File: src/core/vcmp_pkg.sv
// package for the comparator pair event logic: offsets, fields, codes
// assumes a 32-bit avalon-mm slave with word-aligned registers
package vcmp_pkg;
   // ----------------------------------------------------------------
   // register word offsets
   // ----------------------------------------------------------------
   localparam logic [3:0] OFF_CTRL_FIRST = 4'h0;
   localparam logic [3:0] OFF_CTRL_SECOND = 4'h1;
   localparam logic [3:0] OFF_MUX_FIRST = 4'h2;
   localparam logic [3:0] OFF_MUX_SECOND = 4'h3;
   localparam logic [3:0] OFF_PINCTRL = 4'h4;
   localparam logic [3:0] OFF_SCALE = 4'h5;
   localparam logic [3:0] OFF_WINCTRL = 4'h6;
   localparam logic [3:0] OFF_STATUS = 4'h7;
   localparam logic [3:0] OFF_IRQ_EN = 4'h8;
   localparam logic [3:0] OFF_IRQ_CLR = 4'h9;
   localparam logic [3:0] OFF_CURSRC = 4'hA;
   // ----------------------------------------------------------------
   // field positions
   // ----------------------------------------------------------------
   localparam int CTRL_EN_POS = 0;
   localparam int CTRL_HYS_POS = 1;
   localparam int CTRL_HS_POS = 3;
   localparam int CTRL_EDGE_POS = 6;
   localparam int WIN_MODE_POS = 2;
   localparam int WIN_EN_POS = 4;
   localparam int ST_FIRST_POS = 0;
   localparam int ST_SECOND_POS = 1;
   localparam int ST_WIN_POS = 2;
   localparam int ST_RES_POS = 4;
   localparam int ST_WSTATE_POS = 6;
   localparam int CUR_EN_POS = 0;
   localparam int CUR_PIN_POS = 1;
   // ----------------------------------------------------------------
   // reset values and codes
   // ----------------------------------------------------------------
   localparam logic [7:0] RST_REG = 8'h00;
   localparam int SCALE_W = 6;
   localparam logic [1:0] EDGE_ANY = 2'h0;
   localparam logic [1:0] EDGE_FALL = 2'h2;
   localparam logic [1:0] EDGE_RISE = 2'h3;
   localparam logic [1:0] WIN_ABOVE = 2'h0;
   localparam logic [1:0] WIN_INSIDE = 2'h1;
   localparam logic [1:0] WIN_BELOW = 2'h2;
   localparam logic [1:0] WIN_OUTSIDE = 2'h3;
   localparam logic [2:0] MUX_POS_DAC = 3'h7;
   localparam logic [2:0] MUX_NEG_DAC = 3'h5;
   localparam logic [2:0] MUX_NEG_BG = 3'h6;
   localparam logic [2:0] MUX_NEG_SCALE = 3'h7;
   // bus answer: one wait cycle
   localparam logic [0:0] BUS_WAIT_RST = 1'h1;
endpackage

File: src/core/vcmp_edge.sv
// one comparator channel: synchroniser, edge select, event pulse
// assumes a raw asynchronous comparator level from the analog front end
`timescale 1ns/1ps
module vcmp_edge (
   // clock and reset
   input wire logic clk_i,
   input wire logic rst_i,
   input wire logic ce_i,
   // configuration
   input wire logic en_i,
   input wire logic [1:0] mode_i,
   // comparator level
   input wire logic raw_i,
   // results
   output logic level_o,
   output logic event_o
);
   logic sync1_reg;
   logic sync2_reg;
   logic prev_reg;
   logic hit_next;

   // ----------------------------------------------------------------
   // synchroniser; first stage feeds only the second
   // ----------------------------------------------------------------
   always_ff @(posedge clk_i or posedge rst_i) begin
      if (rst_i) begin
         sync1_reg <= 1'b0;
         sync2_reg <= 1'b0;
      end else if (ce_i) begin
         sync1_reg <= raw_i & en_i;
         sync2_reg <= sync1_reg;
      end
   end

   always_ff @(posedge clk_i or posedge rst_i) begin
      if (rst_i) begin
         prev_reg <= 1'b0;
      end else if (ce_i) begin
         prev_reg <= sync2_reg;
      end
   end

   always_comb begin
      case (mode_i)
         vcmp_pkg::EDGE_ANY: hit_next = sync2_reg ^ prev_reg;
         vcmp_pkg::EDGE_FALL: hit_next = prev_reg & ~sync2_reg;
         vcmp_pkg::EDGE_RISE: hit_next = sync2_reg & ~prev_reg;
         default: hit_next = 1'b0;
      endcase
   end

   // single-cycle event, independent of any interrupt enable
   always_ff @(posedge clk_i or posedge rst_i) begin
      if (rst_i) begin
         event_o <= 1'b0;
      end else if (ce_i) begin
         event_o <= hit_next & en_i;
      end else begin
         event_o <= 1'b0;
      end
   end

   assign level_o = prev_reg;

   a_event_rise: assert property (@(posedge clk_i) disable iff (rst_i)
      ce_i && en_i && mode_i == vcmp_pkg::EDGE_RISE
      && sync2_reg && !prev_reg |=> event_o)
      else $error("rising edge gave no event");
   // a level toggling every cycle may legally give back-to-back events
   a_event_width: assert property (@(posedge clk_i) disable iff (rst_i)
      event_o && $stable(sync2_reg) |=> !event_o)
      else $error("event longer than one cycle");
endmodule

File: src/core/vcmp_top.sv
// comparator pair event logic: registers, window, pin, current source
// assumes an avalon-mm master and an analog front end outside
//
// Implementation choices: the Avalon-MM register port and the address map.
`timescale 1ns/1ps
// Summary of operation
// - each comparator reports one only when its positive input exceeds its negative input.
// - while enabled the result is refreshed continually, readable and sent as events.
// - an interrupt can fire on any change, on rising only or on falling only.
// - events fire on the same edge condition whether or not the interrupt is enabled.
// - the port holds two identical comparators, each with its own settings.
// - window mode joins both comparators and reports whether the input lies in range.
// - window mode raises interrupts and events for above, inside or below.
// - the positive input is chosen from port pins or converter output, the negative also from bandgap or 64-level scaler.
// - software can send the first comparator's result to a port pin.
// - a current source has an enable and a pin selection.
// - hysteresis none, small or large is chosen per comparator and passed on.
// - edge code 00 any change, 10 falling, 11 rising, 01 reserved.
// - window code 00 above, 01 inside, 10 below, 11 outside.
// - a set enable bit activates a comparator, a clear one stops it.
// - a window enable bit switches the pair into window mode.
module vcmp_top (
   // clock and reset
   input wire logic clk_i,
   input wire logic rst_i,
   input wire logic ce_i,
   // avalon-mm slave
   input wire logic [3:0] avs_address_i,
   input wire logic avs_read_i,
   input wire logic avs_write_i,
   input wire logic [31:0] avs_writedata_i,
   output logic [31:0] avs_readdata_o,
   output logic avs_waitrequest_o,
   // analog front end, raw comparator levels (1 when pos > neg)
   input wire logic [1:0] cmp_raw_i,
   output logic [1:0] cmp_enable_o,
   output logic [1:0] cmp_fast_o,
   output logic [3:0] hysteresis_select_o,
   output logic [5:0] mux_pos_o,
   output logic [5:0] mux_neg_o,
   output logic [5:0] scale_o,
   // current source and output pin
   output logic cursrc_en_o,
   output logic [2:0] cursrc_pin_o,
   output logic result_pin_o,
   output logic result_pin_oe_o,
   // events and interrupt
   output logic [1:0] edge_event_o,
   output logic range_event_o,
   output logic irq_o
);
   logic [7:0] ctrl_reg [2];
   logic [5:0] mux_reg [2];
   logic pinout_reg;
   logic [5:0] scale_reg;
   logic [4:0] win_reg;
   logic [3:0] cur_reg;
   logic [2:0] status_reg;
   logic [2:0] irq_en_reg;
   logic [1:0] level;
   logic [1:0] edge_hit;
   logic [1:0] wstate;
   logic [1:0] wstate_prev_reg;
   logic win_cond;
   logic win_hit;
   logic bus_pending_reg;
   logic wr_go;
   logic [2:0] clr_bits;

   // ----------------------------------------------------------------
   // two comparator channels
   // ----------------------------------------------------------------
   genvar gi;
   generate
      for (gi = 0; gi < 2; gi++) begin : g_ch
         vcmp_edge u_edge (
            .clk_i(clk_i),
            .rst_i(rst_i),
            .ce_i(ce_i),
            .en_i(ctrl_reg[gi][vcmp_pkg::CTRL_EN_POS]),
            .mode_i(ctrl_reg[gi][vcmp_pkg::CTRL_EDGE_POS +: 2]),
            .raw_i(cmp_raw_i[gi]),
            .level_o(level[gi]),
            .event_o(edge_hit[gi])
         );
      end
   endgenerate

   // ----------------------------------------------------------------
   // bus slave: one wait cycle per access
   // ----------------------------------------------------------------
   always_ff @(posedge clk_i or posedge rst_i) begin
      if (rst_i) begin
         bus_pending_reg <= 1'b0;
      end else if (ce_i) begin
         bus_pending_reg <= (avs_read_i | avs_write_i) & ~bus_pending_reg;
      end
   end

   always_ff @(posedge clk_i or posedge rst_i) begin
      if (rst_i) begin
         avs_waitrequest_o <= vcmp_pkg::BUS_WAIT_RST;
      end else if (ce_i) begin
         avs_waitrequest_o <= ~((avs_read_i | avs_write_i)
            & ~bus_pending_reg);
      end else begin
         avs_waitrequest_o <= 1'b1;
      end
   end

   // access completes on the edge where waitrequest is seen low
   assign wr_go = ce_i & avs_write_i & ~avs_waitrequest_o;
   assign clr_bits = (wr_go && avs_address_i == vcmp_pkg::OFF_IRQ_CLR) ?
      avs_writedata_i[2:0] : 3'h0;

   // ----------------------------------------------------------------
   // control registers
   // ----------------------------------------------------------------
   always_ff @(posedge clk_i or posedge rst_i) begin
      if (rst_i) begin
         ctrl_reg[0] <= vcmp_pkg::RST_REG;
         ctrl_reg[1] <= vcmp_pkg::RST_REG;
         mux_reg[0] <= 6'h00;
         mux_reg[1] <= 6'h00;
         pinout_reg <= 1'b0;
         scale_reg <= 6'h00;
         win_reg <= 5'h00;
         cur_reg <= 4'h0;
         irq_en_reg <= 3'h0;
      end else if (wr_go) begin
         case (avs_address_i)
            vcmp_pkg::OFF_CTRL_FIRST: ctrl_reg[0] <= avs_writedata_i[7:0];
            vcmp_pkg::OFF_CTRL_SECOND: ctrl_reg[1] <= avs_writedata_i[7:0];
            vcmp_pkg::OFF_MUX_FIRST: mux_reg[0] <= avs_writedata_i[5:0];
            vcmp_pkg::OFF_MUX_SECOND: mux_reg[1] <= avs_writedata_i[5:0];
            vcmp_pkg::OFF_PINCTRL: pinout_reg <= avs_writedata_i[0];
            vcmp_pkg::OFF_SCALE: scale_reg <= avs_writedata_i[5:0];
            vcmp_pkg::OFF_WINCTRL: win_reg <= avs_writedata_i[4:0];
            vcmp_pkg::OFF_CURSRC: cur_reg <= avs_writedata_i[3:0];
            vcmp_pkg::OFF_IRQ_EN: irq_en_reg <= avs_writedata_i[2:0];
            default: ;
         endcase
      end
   end

   // ----------------------------------------------------------------
   // window logic: first is upper, second is lower threshold
   // ----------------------------------------------------------------
   // wstate: 00 above, 01 inside, 10 below; 11 cannot occur in range
   always_comb begin
      if (level[0] && !level[1]) begin
         wstate = vcmp_pkg::WIN_INSIDE;
      end else if (!level[0]) begin
         wstate = vcmp_pkg::WIN_ABOVE;
      end else begin
         wstate = vcmp_pkg::WIN_BELOW;
      end
   end

   always_comb begin
      case (win_reg[vcmp_pkg::WIN_MODE_POS +: 2])
         vcmp_pkg::WIN_ABOVE: win_cond = wstate == vcmp_pkg::WIN_ABOVE;
         vcmp_pkg::WIN_INSIDE: win_cond = wstate == vcmp_pkg::WIN_INSIDE;
         vcmp_pkg::WIN_BELOW: win_cond = wstate == vcmp_pkg::WIN_BELOW;
         vcmp_pkg::WIN_OUTSIDE: win_cond = wstate != vcmp_pkg::WIN_INSIDE;
         default: win_cond = 1'b0;
      endcase
   end

   always_ff @(posedge clk_i or posedge rst_i) begin
      if (rst_i) begin
         wstate_prev_reg <= 2'h3;
      end else if (ce_i) begin
         wstate_prev_reg <= wstate;
      end
   end

   // fires on each change of wstate to a state of the chosen region, not every cycle within it
   assign win_hit = win_reg[vcmp_pkg::WIN_EN_POS]
      & (ctrl_reg[0][vcmp_pkg::CTRL_EN_POS])
      & (ctrl_reg[1][vcmp_pkg::CTRL_EN_POS])
      & win_cond & (wstate != wstate_prev_reg);

   always_ff @(posedge clk_i or posedge rst_i) begin
      if (rst_i) begin
         range_event_o <= 1'b0;
         edge_event_o <= 2'h0;
      end else begin
         range_event_o <= ce_i & win_hit;
         edge_event_o <= edge_hit;
      end
   end

   // ----------------------------------------------------------------
   // sticky status and interrupt; set beats clear
   // ----------------------------------------------------------------
   always_ff @(posedge clk_i or posedge rst_i) begin
      if (rst_i) begin
         status_reg <= 3'h0;
      end else if (ce_i) begin
         status_reg <= (status_reg & ~clr_bits)
            | {win_hit, edge_hit};
      end
   end

   always_ff @(posedge clk_i or posedge rst_i) begin
      if (rst_i) begin
         irq_o <= 1'b0;
      end else if (ce_i) begin
         irq_o <= |(status_reg & irq_en_reg);
      end
   end

   // ----------------------------------------------------------------
   // read data
   // ----------------------------------------------------------------
   always_ff @(posedge clk_i or posedge rst_i) begin
      if (rst_i) begin
         avs_readdata_o <= 32'h0000_0000;
      end else if (ce_i && (avs_read_i & ~bus_pending_reg)) begin
         case (avs_address_i)
            vcmp_pkg::OFF_CTRL_FIRST: avs_readdata_o <= {24'h0, ctrl_reg[0]};
            vcmp_pkg::OFF_CTRL_SECOND: avs_readdata_o <= {24'h0, ctrl_reg[1]};
            vcmp_pkg::OFF_MUX_FIRST: avs_readdata_o <= {26'h0, mux_reg[0]};
            vcmp_pkg::OFF_MUX_SECOND: avs_readdata_o <= {26'h0, mux_reg[1]};
            vcmp_pkg::OFF_PINCTRL: avs_readdata_o <= {31'h0, pinout_reg};
            vcmp_pkg::OFF_SCALE: avs_readdata_o <= {26'h0, scale_reg};
            vcmp_pkg::OFF_WINCTRL: avs_readdata_o <= {27'h0, win_reg};
            vcmp_pkg::OFF_STATUS: avs_readdata_o <= {24'h0, wstate,
               level, 1'b0, status_reg};
            vcmp_pkg::OFF_IRQ_EN: avs_readdata_o <= {29'h0, irq_en_reg};
            vcmp_pkg::OFF_CURSRC: avs_readdata_o <= {28'h0, cur_reg};
            default: avs_readdata_o <= 32'h0000_0000;
         endcase
      end
   end

   // ----------------------------------------------------------------
   // analog front end controls and pins
   // ----------------------------------------------------------------
   always_ff @(posedge clk_i or posedge rst_i) begin
      if (rst_i) begin
         cmp_enable_o <= 2'h0;
         cmp_fast_o <= 2'h0;
         hysteresis_select_o <= 4'h0;
         mux_pos_o <= 6'h00;
         mux_neg_o <= 6'h00;
         scale_o <= 6'h00;
         cursrc_en_o <= 1'b0;
         cursrc_pin_o <= 3'h0;
         result_pin_o <= 1'b0;
         result_pin_oe_o <= 1'b0;
      end else if (ce_i) begin
         cmp_enable_o <= {ctrl_reg[1][0], ctrl_reg[0][0]};
         cmp_fast_o <= {ctrl_reg[1][vcmp_pkg::CTRL_HS_POS],
            ctrl_reg[0][vcmp_pkg::CTRL_HS_POS]};
         hysteresis_select_o <= {ctrl_reg[1][2:1], ctrl_reg[0][2:1]};
         mux_pos_o <= {mux_reg[1][5:3], mux_reg[0][5:3]};
         mux_neg_o <= {mux_reg[1][2:0], mux_reg[0][2:0]};
         scale_o <= scale_reg;
         cursrc_en_o <= cur_reg[vcmp_pkg::CUR_EN_POS];
         cursrc_pin_o <= cur_reg[vcmp_pkg::CUR_PIN_POS +: 3];
         result_pin_o <= level[0];
         result_pin_oe_o <= pinout_reg;
      end
   end

   // ----------------------------------------------------------------
   // checks
   // ----------------------------------------------------------------
   a_irq_level: assert property (@(posedge clk_i) disable iff (rst_i)
      ce_i && |(status_reg & irq_en_reg) |=> irq_o)
      else $error("enabled status without interrupt");
   a_irq_quiet: assert property (@(posedge clk_i) disable iff (rst_i)
      ce_i && !(|(status_reg & irq_en_reg)) |=> !irq_o)
      else $error("interrupt without enabled status");
   a_set_wins: assert property (@(posedge clk_i) disable iff (rst_i)
      ce_i && edge_hit[0] |=> status_reg[0])
      else $error("edge event lost from status");
   a_win_inside: assert property (@(posedge clk_i) disable iff (rst_i)
      level == 2'b01 |-> wstate == vcmp_pkg::WIN_INSIDE)
      else $error("window state wrong");
   a_win_event: assert property (@(posedge clk_i) disable iff (rst_i)
      ce_i && win_hit |=> range_event_o ##1 !range_event_o)
      else $error("window event not one pulse");
   a_pin_drive: assert property (@(posedge clk_i) disable iff (rst_i)
      ce_i && pinout_reg |=> result_pin_oe_o
      && result_pin_o == $past(level[0]))
      else $error("result pin not driven");
   a_disabled_quiet: assert property (@(posedge clk_i)
      disable iff (rst_i)
      (!ctrl_reg[0][0]) [*4] |-> !edge_hit[0])
      else $error("disabled comparator gave event");
   a_cursrc: assert property (@(posedge clk_i) disable iff (rst_i)
      ce_i |=> cursrc_en_o == $past(cur_reg[0]))
      else $error("current source enable wrong");
   a_hys_pass: assert property (@(posedge clk_i) disable iff (rst_i)
      ce_i |=> hysteresis_select_o[1:0] == $past(ctrl_reg[0][2:1]))
      else $error("hysteresis not passed");
   c_edge_irq: cover property (@(posedge clk_i) edge_hit[0] ##[1:3] irq_o);
   c_window: cover property (@(posedge clk_i) range_event_o);
   c_both: cover property (@(posedge clk_i) edge_hit == 2'b11);
endmodule

File: config.mk
export PLATFORM = sky130hd
export DESIGN_NAME = vcmp_top
export DESIGN_NICKNAME = d
export VERILOG_FILES = /design/src/core/vcmp_pkg.sv /design/src/core/vcmp_edge.sv /design/src/core/vcmp_top.sv
export SDC_FILE = /design/constraint.sdc
export NUM_CORES = 1
export LEC_CHECK = 0
export ABC_AREA = 0
export BUFFER_PORTS_ARGS = -buffer_cell sky130_fd_sc_hd__buf_2
export CAP_MARGIN = 25
export CORE_UTILIZATION = 58
export CTS_CLUSTER_DIAMETER = 40
export DETAILED_ROUTE_END_ITERATION = 16
export PLACE_DENSITY = 0.85
export SLEW_MARGIN = 5
export SYNTH_ARGS = -nofsm -noshare
export SYNTH_HDL_FRONTEND = slang
export SYNTH_SLANG_ARGS = --single-unit
File: constraint.sdc
create_clock -name clk_i -period 5.75 [get_ports clk_i]
set_clock_uncertainty 0.2 [all_clocks]
set_input_delay 1.15 -clock clk_i [delete_from_list [all_inputs] [get_ports clk_i]]
set_output_delay 1.15 -clock clk_i [all_outputs]
set_load 0.005 [all_outputs]
==> impl_metrics.csv <==
group,metric,value,unit
finish,largest_reg_flops,16,
worst_setup_path,r2r_start,"avs_waitrequest_o",
synthesis,synthArstFlopShare,100,%
power_and_ir_drop,pwr-share-comb,12.7,%
hold_path,hold_class,"reg -> reg",
worst_setup_path,critPathLaunchType,"input pin",
clocking,htree_num_levels,3,
synthesis,synth_flop_cell,"dfrtp_1",
power_and_ir_drop,sw_frac_of_total,27.3,%
global_route,grt_max_degree,55,
clocking,cts_resized,0,
synthesis,ys_ff_latch,106,
finish,drive_gt1_share,37.7,%
worst_setup_path,worstPathRequired,5.80,ns
synthesis,synth_edf_count,0,
clocking,cts_root_buffer,"clkbuf_8",
status,status,"finished, final reports clean",
global_route,gr-total-overflow,0,
floorplan,io_pins,112,
floorplan,dieArea,8990,sq um
floorplan,core_area,8260,sq um
worst_setup_path,worstPathArrival,2.93,ns
finish,layout_common_cells,"dfrtp_1, mux2_2, buf_2",
power_and_ir_drop,internal_power,1.07,mW
sta,setup_viol,0,
power_and_ir_drop,power.switching,0.403,mW
placement,dp.final_hpwl,7460,um
worst_setup_path,critPathMaxStageDelay,0.46,ns
worst_setup_path,cp_cell_sequence,"buf_2 -> and4bb_1 -> nand2_4 -> nor3_4 -> mux2_2",
power_and_ir_drop,p_leak,2.79,nW
clocking,clk_latency,0.37,ns
drt,wire_per_inst,18.6,um
sta,setup_tns,0,ns
drt,dr_total_vias,3397,
worst_setup_path,crit_start,"ce_i",
sta,worst_pin_slew,0.661,ns
hold_path,worstHoldStart,"g_ch[1].u_edge.event_o",
sta,fin_crit_sh,50.0,%
synthesis,avgSynthCellArea,12.4,sq um
clocking,hold_buffers,0,
power_and_ir_drop,ir_drop,0.138,mV
drt,drtAntennaViolNets,0,
worst_setup_path,critPathBufInv,1,
floorplan,start_util,60.5,%
global_route,antenna_found_initial,0,
placement,numPortBuffers,63,
global_route,grtUsageTotal,26.2,%
worst_setup_path,cpLargestDelayFamily,"simple AND/OR/NAND/NOR gates",
global_route,grt_pass1_wl,17500,um
power_and_ir_drop,pwr-share-seq,58.0,%
drt,drt_first_pass_iters,5,
finish,final_nets,509,
synthesis,ys_seq_area_share,53.2,%
finish,antenna-diode-count,0,
drt,drc_errors,0,
power_and_ir_drop,power_density,270,nW/um^2
floorplan,floorplan.rows,33,
floorplan,dieHeight,94.8,um
clocking,numClockSinks,106,
floorplan,die_w,94.8,um
synthesis,ys_warn_count,0,
synthesis,synth_top_area_share,51.6,%
clocking,cts_inserted_buffers,9,
worst_setup_path,crit_type,"in -> reg",
clocking,cts_buffer_depth,2,
global_route,first_global_vias,3357,
synthesis,synth_cell_types,57,
placement,globalplace.congestion,0.933,
clocking,cts_tree,"done",
sta,rsz0062_at_grt,"false",
worst_setup_path,critPathMaxFanout,31,
drt,drt_wl_total,10600,um
synthesis,synth_area,5000,sq um
flow_run,max_cap_violations,0,
drt,dr.first_iter.drc_count,284,
finish,mostFrequentLayoutCell,"dfrtp_1",
sta,max_freq,0.348,GHz
sta,maxSlewHeadroom,55.9,%
drt,viasPerCell,5.97,
power_and_ir_drop,power.share.clock,29.2,%
clocking,cts.reportedPaths.clkPinSlew,0.09,ns
sta,drv_slew,0,
worst_setup_path,crit_path_end_kind,"register",
sta,hold_viol,0,
sta,min_period,2.88,ns
synthesis,yosysTopAreaCell,"dfrtp_1",
finish,area_growth,9.39,%
synthesis,syn_inst,404,
clocking,post_cts_buffers,0,
worst_setup_path,cp_slowest_cell,"nor3_4",
sta,hold_slack,0.193,ns
synthesis,synth.area.top_cells,"dfrtp_1, mux2_2, buf_4",
## Yosys cell counts (2+ instances only)
master / n
dfstp_2: 3
and4b_1: 3
o21ai_0: 15
o22ai_1: 2
mux2_2: 81
and3_1: 4
nor2_1: 8
a31oi_1: 6
o32ai_1: 3
nand2b_1: 3
or3b_2: 2
dfrtp_1: 103
a211o_1: 2
mux2i_1: 9
nor3_4: 2
nand3_1: 6
clkbuf_1: 11
a22o_1: 8
nand2_1: 20
inv_1: 17
a221o_1: 3
nor3_1: 5
and3b_1: 2
ha_1: 7
nand3b_1: 6
a21oi_1: 9
buf_2: 8
buf_4: 25
nor3b_1: 2
and2_1: 2
## routing by layer
| metal | global-route usage (%) | vias up | part of all wire [%] |
|---|---|---|---|
| li1 | - | 1511 | - |
| met1 | 37.2 | 1687 | 44 |
| met2 | 39.6 | 174 | 46 |
| met3 | 4.75 | 25 | 7.1 |
| met4 | 11.0 | 0 | 2.4 |
| met5 | 0 | - | 0 |
## per-stage QoR
stage | instance area [sq um] | instances | setup WS (ns) | utilization, % | total power, mW
after CTS | 5470 | 569 | 2.94 | 66.2 | 1.48
after floorplan | 5080 | 427 | 1.62 | - | 0.993
after global routing | 5470 | 569 | 2.75 | 66.2 | 1.54
after detailed placement | 5280 | 553 | 2.56 | 63.9 | 1.06
final | 5470 | 569 | 2.87 | 66.2 | 1.48
after global placement | 5280 | 553 | 2.62 | 63.9 | 1.05
## cell type report
| cell class | count | area (sq um) |
|---|---|---|
| Multi-Input combinational cell | 260 | 2090 |
| Tap cell | 105 | 131 |
| Clock buffer | 10 | 138 |
| Sequential cell | 106 | 2660 |
| Fill cell | 607 | 2790 |
| Timing Repair Buffer | 65 | 330 |
| Clock inverter | 6 | 50.0 |
| Inverter | 17 | 66.3 |
## final timing paths
path | endpoint | slack (ns) | cells after the start
max | ctrl_reg[11] | 2.87 | 5
min | edge_event_o[1] | 0.19 | 0
max reg2reg | ctrl_reg[11] | 3.68 | 4
min reg2reg | edge_event_o[1] | 0.19 | 0
max in group asynchronous | mux_reg[6] | 3.58 | 3
min in group asynchronous | hysteresis_select_o[1] | 0.66 | 2
## power groups by stage
stage | clock network [mW] | logic, mW | registers [mW]
3_5_place_dp | 0 | 0.188 | 0.870
6_report | 0.432 | 0.188 | 0.857
3_3_place_gp | 0 | 0.180 | 0.866
4_1_cts | 0.440 | 0.189 | 0.856
2_1_floorplan | 0 | 0.137 | 0.856
5_1_grt | 0.468 | 0.210 | 0.865
## kinds of logic after synthesis
kind of cell    after synthesis  share of synthesized area [%]
fa+ha+maj                     7                           1.75
buf+inv                      61                           6.66
other cells                   1                         0.0751
simple gates                 80                           10.1
xor+xnor                      1                          0.175
flops                       106                           53.2
mux                          90                           20.1
compound gates               58                           7.99
Note: power is estimated with default switching activity, not from simulation.
